==> src/flow_i2c_map.vh <==
// constants for the flow sensor two-wire target
`ifndef FLOW_I2C_MAP_VH
`define FLOW_I2C_MAP_VH
`define TARGET_ADDR        7'h50
`define FLOW_ZERO_COUNTS   12'h199
`define FLOW_FULL_COUNTS   12'hE66
`define FIFO_DEPTH_WORDS   16
`define FLOW_WIDTH         12
`define BIT_COUNT_LAST     3'h7
`define BYTE_IDX_CHECKSUM  2'h0
`define BYTE_IDX_HIGH      2'h1
`define BYTE_IDX_LOW       2'h2
`endif

==> src/sample_fifo.v <==
// synchronous fifo for flow samples
`timescale 1ns/1ns
module sample_fifo #(
   parameter WIDTH = 12,
   parameter DEPTH = 16,
   parameter AW    = 4
) (
   input  wire             CORE_CLK,
   input  wire             RESET,
   input  wire [WIDTH-1:0] IN_DATA,
   input  wire             IN_VALID,
   output wire             IN_READY,
   output wire [WIDTH-1:0] OUT_DATA,
   output wire             OUT_VALID,
   input  wire             OUT_READY
);
   reg [WIDTH-1:0] mem [0:DEPTH-1];
   reg [AW-1:0]    wr_ptr_reg;
   reg [AW-1:0]    rd_ptr_reg;
   reg [AW:0]      count_reg;
   wire            push;
   wire            pop;

   assign IN_READY  = (count_reg != DEPTH[AW:0]);
   assign OUT_VALID = (count_reg != {(AW+1){1'b0}});
   assign push      = IN_VALID & IN_READY;
   assign pop       = OUT_VALID & OUT_READY;
   assign OUT_DATA  = mem[rd_ptr_reg];

   always @(posedge CORE_CLK) begin
      if (push) begin
         mem[wr_ptr_reg] <= IN_DATA;
      end
   end

   always @(posedge CORE_CLK) begin
      if (RESET) begin
         wr_ptr_reg <= {AW{1'b0}};
         rd_ptr_reg <= {AW{1'b0}};
         count_reg  <= {(AW+1){1'b0}};
      end else begin
         if (push) begin
            wr_ptr_reg <= (wr_ptr_reg == DEPTH[AW-1:0] - 1'b1) ? {AW{1'b0}} : wr_ptr_reg + 1'b1;
         end
         if (pop) begin
            rd_ptr_reg <= (rd_ptr_reg == DEPTH[AW-1:0] - 1'b1) ? {AW{1'b0}} : rd_ptr_reg + 1'b1;
         end
         if (push & ~pop) begin
            count_reg <= count_reg + 1'b1;
         end else if (pop & ~push) begin
            count_reg <= count_reg - 1'b1;
         end
      end
   end
endmodule // sample_fifo

==> src/flow_i2c_target.v <==
// two-wire target returning flow count and checksum
// Overview of operation
// - only the 7-bit address 0x50 is acknowledged, other addresses are ignored.
// - bus rates of 100 kHz and 400 kHz are handled by oversampling with the 10 MHz core clock.
// - a falling data edge while the clock line is high starts a transfer.
// - a rising data edge while the clock line is high ends the transfer and releases the bus.
// - each byte slot has 8 data bits and one response bit, low meaning acknowledge.
// - after a byte addressed to it the target pulls data low for the response slot then releases.
// - after an acknowledged byte another byte may follow or the controller may stop.
// - data is sampled on the rising clock edge and changes only while the clock is low.
// - both lines are driven only low or released, never driven high.
// - the count reads 409 at zero flow and 3686 at 35 liters per minute, linearly.
// - a read returns the checksum byte then the high and low flow bytes, msb first.
// - the flow value is 12 bits, only the low four bits of the high byte are valid.
// - the checksum is the negated modulo-256 sum of the data bytes.
`timescale 1ns/1ns
`include "flow_i2c_map.vh"
module flow_i2c_target #(
   parameter FLOW_W = `FLOW_WIDTH,
   parameter DEPTH  = `FIFO_DEPTH_WORDS
) (
   input  wire              CORE_CLK,
   input  wire              RESET,
   input  wire              SCL_IN,
   output wire              SCL_OUT,
   output wire              SCL_OE,
   input  wire              SDA_IN,
   output wire              SDA_OUT,
   output wire              SDA_OE,
   input  wire [FLOW_W-1:0] SAMPLE_DATA,
   input  wire              SAMPLE_VALID,
   output wire              SAMPLE_READY,
   output wire              BUSY
);
   localparam ST_IDLE = 3'h0;
   localparam ST_ADDR = 3'h1;
   localparam ST_AACK = 3'h2;
   localparam ST_TX   = 3'h3;
   localparam ST_RACK = 3'h4;
   localparam ST_RX   = 3'h5;
   localparam ST_WACK = 3'h6;
   localparam ST_ADEC = 3'h7;

   reg  [2:0]        scl_sync_reg;
   reg  [2:0]        sda_sync_reg;
   wire              scl_s;
   wire              sda_s;
   wire              scl_rise;
   wire              scl_fall;
   wire              start_det;
   wire              stop_det;
   reg  [2:0]        state_reg;
   reg  [2:0]        state_next;
   reg  [2:0]        bit_reg;
   reg  [2:0]        bit_next;
   reg  [7:0]        shift_reg;
   reg  [7:0]        shift_next;
   reg  [1:0]        byte_reg;
   reg  [1:0]        byte_next;
   reg               sda_low_reg;
   reg               sda_low_next;
   reg  [FLOW_W-1:0] flow_reg;
   reg  [FLOW_W-1:0] latch_reg;
   reg  [FLOW_W-1:0] latch_next;
   wire [FLOW_W-1:0] fifo_data;
   wire              fifo_valid;

   // modulo-256 negated sum of high and low data bytes
   function [7:0] csum;
      input [FLOW_W-1:0] v;
      begin
         csum = 8'h00 - ({4'h0, v[11:8]} + v[7:0]);
      end
   endfunction

   // one tx byte picked from the latched value
   function [7:0] tx_byte;
      input [1:0]        idx;
      input [FLOW_W-1:0] v;
      begin
         case (idx)
            `BYTE_IDX_CHECKSUM: tx_byte = csum(v);
            `BYTE_IDX_HIGH:     tx_byte = {4'h0, v[11:8]};
            default:            tx_byte = v[7:0];
         endcase
      end
   endfunction

   sample_fifo #(
      .WIDTH (FLOW_W),
      .DEPTH (DEPTH),
      .AW    (4)
   ) u_fifo (
      .CORE_CLK  (CORE_CLK),
      .RESET     (RESET),
      .IN_DATA   (SAMPLE_DATA),
      .IN_VALID  (SAMPLE_VALID),
      .IN_READY  (SAMPLE_READY),
      .OUT_DATA  (fifo_data),
      .OUT_VALID (fifo_valid),
      .OUT_READY (1'b1)
   );

   // keep newest sample; counts already span 409 to 3686
   always @(posedge CORE_CLK) begin
      if (RESET) begin
         flow_reg <= `FLOW_ZERO_COUNTS;
      end else if (fifo_valid) begin
         flow_reg <= fifo_data;
      end
   end

   // two-stage sync plus history bit for edges
   always @(posedge CORE_CLK) begin
      if (RESET) begin
         scl_sync_reg <= 3'h7;
         sda_sync_reg <= 3'h7;
      end else begin
         scl_sync_reg <= {scl_sync_reg[1:0], SCL_IN};
         sda_sync_reg <= {sda_sync_reg[1:0], SDA_IN};
      end
   end

   assign scl_s     = scl_sync_reg[1];
   assign sda_s     = sda_sync_reg[1];
   assign scl_rise  = scl_s & ~scl_sync_reg[2];
   assign scl_fall  = ~scl_s & scl_sync_reg[2];
   assign start_det = scl_s & scl_sync_reg[2] & ~sda_s & sda_sync_reg[2];
   assign stop_det  = scl_s & scl_sync_reg[2] & sda_s & ~sda_sync_reg[2];

   always @* begin
      state_next   = state_reg;
      bit_next     = bit_reg;
      shift_next   = shift_reg;
      byte_next    = byte_reg;
      sda_low_next = sda_low_reg;
      latch_next   = latch_reg;
      if (stop_det) begin
         state_next   = ST_IDLE;
         sda_low_next = 1'b0;
      end else if (start_det) begin
         state_next   = ST_ADDR;
         bit_next     = 3'h0;
         sda_low_next = 1'b0;
         latch_next   = flow_reg;
      end else begin
         case (state_reg)
            ST_ADDR: begin
               if (scl_rise) begin
                  shift_next = {shift_reg[6:0], sda_s};
                  bit_next   = bit_reg + 3'h1;
                  if (bit_reg == `BIT_COUNT_LAST) begin
                     state_next = ST_ADEC;
                  end
               end
            end
            ST_ADEC: begin
               if (scl_fall && shift_reg[7:1] == `TARGET_ADDR) begin
                  state_next   = ST_AACK;
                  sda_low_next = 1'b1;
               end else if (scl_fall) begin
                  state_next = ST_IDLE;
               end
            end
            ST_AACK: begin
               if (scl_fall) begin
                  bit_next = 3'h0;
                  if (shift_reg[0]) begin
                     state_next   = ST_TX;
                     byte_next    = `BYTE_IDX_CHECKSUM;
                     shift_next   = tx_byte(`BYTE_IDX_CHECKSUM, latch_reg);
                     sda_low_next = ~shift_next[7];
                  end else begin
                     state_next   = ST_RX;
                     sda_low_next = 1'b0;
                  end
               end
            end
            ST_TX: begin
               if (scl_fall) begin
                  bit_next = bit_reg + 3'h1;
                  if (bit_reg == `BIT_COUNT_LAST) begin
                     state_next   = ST_RACK;
                     sda_low_next = 1'b0;
                  end else begin
                     shift_next   = {shift_reg[6:0], 1'b0};
                     sda_low_next = ~shift_reg[6];
                  end
               end
            end
            ST_RACK: begin
               if (scl_rise) begin
                  shift_next[0] = sda_s;
               end
               if (scl_fall) begin
                  if (shift_reg[0]) begin
                     state_next = ST_IDLE;
                  end else begin
                     state_next   = ST_TX;
                     byte_next    = (byte_reg == `BYTE_IDX_LOW) ? `BYTE_IDX_CHECKSUM : byte_reg + 2'h1;
                     shift_next   = tx_byte(byte_next, latch_reg);
                     sda_low_next = ~shift_next[7];
                  end
               end
            end
            ST_RX: begin
               if (scl_rise) begin
                  bit_next = bit_reg + 3'h1;
               end
               if (scl_fall && bit_reg == 3'h0) begin
                  state_next   = ST_WACK;
                  sda_low_next = 1'b1;
               end
            end
            ST_WACK: begin
               if (scl_fall) begin
                  state_next   = ST_RX;
                  sda_low_next = 1'b0;
               end
            end
            default: begin
               state_next   = ST_IDLE;
               sda_low_next = 1'b0;
            end
         endcase
      end
   end

   always @(posedge CORE_CLK) begin
      if (RESET) begin
         state_reg   <= ST_IDLE;
         bit_reg     <= 3'h0;
         shift_reg   <= 8'h00;
         byte_reg    <= 2'h0;
         sda_low_reg <= 1'b0;
         latch_reg   <= `FLOW_ZERO_COUNTS;
      end else begin
         state_reg   <= state_next;
         bit_reg     <= bit_next;
         shift_reg   <= shift_next;
         byte_reg    <= byte_next;
         sda_low_reg <= sda_low_next;
         latch_reg   <= latch_next;
      end
   end

   // open-drain: drive low or release only
   assign SDA_OUT = 1'b0;
   assign SDA_OE  = sda_low_reg;
   assign SCL_OUT = 1'b0;
   assign SCL_OE  = 1'b0;
   assign BUSY    = (state_reg != ST_IDLE);
endmodule // flow_i2c_target

==> config.mk <==
export PLATFORM = sky130hd
export DESIGN_NAME = flow_i2c_target
export DESIGN_NICKNAME = d
export VERILOG_FILES = /design/src/sample_fifo.v /design/src/flow_i2c_target.v
export VERILOG_INCLUDE_DIRS = /design/src
export SDC_FILE = /design/constraint.sdc
export NUM_CORES = 1
export LEC_CHECK = 0
export BUFFER_PORTS_ARGS = -buffer_cell sky130_fd_sc_hd__buf_2
export CAP_MARGIN = 20
export CELL_PAD_IN_SITES_DETAIL_PLACEMENT = 1
export CELL_PAD_IN_SITES_GLOBAL_PLACEMENT = 1
export CORE_ASPECT_RATIO = 1.4
export CORE_MARGIN = 2
export CORE_UTILIZATION = 53
export CTS_CLUSTER_DIAMETER = 200
export DETAILED_ROUTE_END_ITERATION = 16
export PLACE_DENSITY = 0.78
export SETUP_SLACK_MARGIN = 0.15
export SYNTH_ARGS = -nofsm -noshare
export SYNTH_HDL_FRONTEND = slang
export SYNTH_SLANG_ARGS = --single-unit
==> constraint.sdc <==
create_clock -name CORE_CLK -period 3.91 [get_ports CORE_CLK]
set_input_delay 0.391 -clock CORE_CLK [delete_from_list [all_inputs] [get_ports CORE_CLK]]
set_output_delay 0.391 -clock CORE_CLK [all_outputs]
set_load 0.02 [all_outputs]
==> impl_metrics.py <==
metrics = {
    "cts": {
        "post-cts-setup-buffer-count": 0,
        "clkSlewWorstSetupHoldPaths_ns": 0.07,
        "cts.sinks": 252,
        "h-tree-depth": 1,
        "clk_path_buf_depth": 3,
        "ctsHoldBuffers": 0,
        "cts_buffers": 24,
        "tritoncts": "built",
        "root_buffer": "clkbuf_16",
        "post_cts_resize_count": 0,
        "clk_latency_ns": 0.52,
    },
    "synth": {
        "ys_types": 70,
        "synth_most_common_cell": "edfxtp_1",
        "synth_ff_type": "edfxtp_1",
        "netlist_area_mm2": 0.0109,
        "ys_seq_area_share_pct": 63.6,
        "ys_top_cells_by_count": "edfxtp_1, nand2_1, dfxtp_1",
        "synth_cells": 718,
        "avgSynthCellArea_um2": 15.2,
        "yosysTopAreaCell": "edfxtp_1",
        "synth-async-reset-ratio_pct": 0,
        "ys_seq_elements": 252,
        "synth_area_leaders": "edfxtp_1, dfxtp_1, mux4_2, mux4_1, ha_1",
        "synth.top_cell.area_share_pct": 52.7,
        "synth-edff-count": 192,
        "ys_warn_count": 0,
    },
    "floorplanning": {
        "num_rows": 62,
        "die_y_um": 174,
        "dieWidth_um": 125,
        "start_util_pct": 53.7,
        "dieArea_mm2": 0.0218,
        "core_mm2": 0.0204,
        "ios": 23,
    },
    "worst_setup_path": {
        "cp.depth": 11,
        "reg2reg_slack_ns": 0.51,
        "crit_buf_inv": 2,
        "endpoint_kind": "flip-flop",
        "crit_path_cell_trace": "nor4_2 > nand2b_1 > inv_2 > ha_1 > inv_1 > ha_1 > a21o_1 > a21oi_1 > xnor2_1 > or3_1 > a21oi_1",
        "critPathLaunch": "u_fifo.count_reg[0]$_SDFFE_PP0P_",
        "max_stage_delay_ns": 0.46,
        "cp.required_ns": 4.36,
        "worstReg2RegStart": "u_fifo.count_reg[0]$_SDFFE_PP0P_",
        "reg2reg_depth": 11,
        "arrival_ns": 3.85,
        "crit_slowest_cell": "nand2b_1",
        "worstSetupStartpointType": "flip-flop",
        "worstSetupEndpoint": "u_fifo.count_reg[3]$_SDFFE_PP0P_",
        "critPathTopFamily": "simple AND/OR/NAND/NOR gates",
        "r2r-end": "u_fifo.count_reg[3]$_SDFFE_PP0P_",
        "critical_path_class": "flip-flop to flip-flop",
        "path_max_fanout": 16,
    },
    "place": {
        "dp_hpwl_um": 15900,
        "port_buffers": 19,
        "gp_congestion": 0.812,
    },
    "sta": {
        "period_minus_slack_ns": 3.40,
        "relSlewSlack_pct": 35.4,
        "rsz0062_at_grt": "no",
        "skew_ns": 0.0154,
        "tightest_slew_ns": 0.967,
        "setup-tns-final_ns": 0,
        "fmax_ghz": 0.294,
        "finalSetupViolCount": 0,
        "hold_slack_ns": 0.0599,
        "hold_violations": 0,
        "final_max_slew_viol_count": 0,
        "fin_crit_sh_pct": 86.9,
    },
    "power": {
        "power.density_mw_per_mm2": 616,
        "finalPower_mw": 7.39,
        "p_leak_nw": 4.08,
        "peakVddDrop_mv": 0.421,
    },
    "grt": {
        "antenna_found_initial": 0,
        "grt_pass1_wl_um": 37800,
        "grt_pass1_vias": 6740,
        "track_usage_pct": 22.6,
        "grt_max_degree": 60,
        "grt_overflow": 0,
    },
    "hold_path": {
        "hp-class": "input pin to flip-flop",
    },
    "drt": {
        "drt-pass1-iter-count": 4,
        "dr_total_vias": 6179,
        "viasPerCell": 6.10,
        "routedWlPerCell_um": 23.9,
        "dr_wl_met2_um": 13300,
        "drtAntennaViolNets": 0,
        "top_layer_used": "met4",
        "drt-met1-wl_um": 9090,
        "wl_met3_um": 947,
        "wirelength_um": 24200,
        "drc": 0,
        "drt-initial-drc-count": 314,
    },
    "cells_and_area": {
        "area_growth_pct": 9.58,
        "antennaDiodeCount": 0,
        "largest_register_ff_count": 192,
        "drive_gt1_share_pct": 17.7,
        "finalNetCount": 779,
    },
    "run_status": {
        "status": "finished clean",
    },
    "run": {
        "cap_violations": 0,
    },
}
logic make-up (layout without fill, tap and decap cells):
| family | count (synthesis) | in the layout | share of synthesized area, % |
|---|---|---|---|
| XOR/XNOR | 12 | 12 | 0.960 |
| other | 1 | 3 | 0.0342 |
| flip-flops | 252 | 252 | 63.6 |
| multiplexers | 73 | 73 | 14.4 |
| AND/OR/NAND/NOR | 185 | 185 | 8.30 |
| buffers and inverters | 67 | 104 | 3.59 |
| adder cells (fa/ha/maj) | 22 | 22 | 2.58 |
| AO/OA/AOI/OAI | 106 | 106 | 6.50 |
stage by stage:
step                setup slack (ns)  utilization [%]  cell area [µm²]  instances
floorplan                       1.11                -            11000        720
detailed placement             0.508             55.1            11200        969
global placement               0.766             55.1            11200        969
global route                   0.287             58.8            12000       1013
finish                         0.513             58.8            12000       1013
CTS                            0.482             58.7            12000       1012
where the power goes:
group	switching (mW)	internal, mW
logic	0.971	0.887
registers	0.269	3.06
clock network	0.937	1.26
total	2.18	5.21
cell usage in the layout (no fill, tap or decap), drive strengths merged, types with 3 or more instances in the layout:
cell type / count
or3: 3
edfxtp: 192
dfxtp: 60
inv: 22
nand3: 8
nand3b: 3
or3b: 4
buf: 39
a211oi: 4
o21ai: 13
nor2: 49
and2: 3
xnor2: 4
clkbuf: 37
nor2b: 7
a221oi: 4
xor2: 8
conb: 3
nand2: 64
mux4: 60
nor3b: 4
nor4: 5
ha: 21
nand2b: 9
mux2i: 11
or2: 7
a221o: 3
a22oi: 3
a21o: 5
a211o: 5
a31oi: 5
a311oi: 4
nor3: 11
clkinv: 5
a21oi: 44
worst min-delay path by stage:
stage | slack, ns | from | cells past startpoint | end
final | 0.06 | SDA_IN | 2 | sda_sync_reg[0]$_SDFF_PP1_
after global routing | 0.06 | SCL_IN | 2 | scl_sync_reg[0]$_SDFF_PP1_
after CTS | 0.04 | SDA_IN | 2 | sda_sync_reg[0]$_SDFF_PP1_
after detailed placement | 0.40 | sda_sync_reg[0]$_SDFF_PP1_ | 1 | sda_sync_reg[1]$_SDFF_PP1_
after global placement | 0.40 | sda_sync_reg[0]$_SDFF_PP1_ | 1 | sda_sync_reg[1]$_SDFF_PP1_
after floorplan | 0.39 | scl_sync_reg[0]$_SDFF_PP1_ | 1 | scl_sync_reg[1]$_SDFF_PP1_
metal layers:
| metal | vias to the layer above | track usage (%) |
|---|---|---|
| li1 | 2817 | - |
| met1 | 3171 | 26.0 |
| met2 | 134 | 42.3 |
| met3 | 57 | 2.92 |
| met4 | 0 | 9.17 |
| met5 | - | 0 |
worst reg2reg max path: cells and delay by family (launching register included):
kind,cells,cell delay (ns)
compound gates,3,0.52
xor+xnor,1,0.10
fa+ha+maj,2,0.63
buf+inv,2,0.47
flops,1,0.38
simple gates,3,1.22
layout make-up:
type / count / area, µm²
fillers: 1902 / 8400
flip-flops and latches: 252 / 6970
multi-input cells: 401 / 3620
clock buffers: 37 / 681
well taps: 256 / 320
repair buffers: 39 / 270
inverters: 22 / 82.6
clock inverters: 6 / 57.6
(Power assumes the default switching activity.)
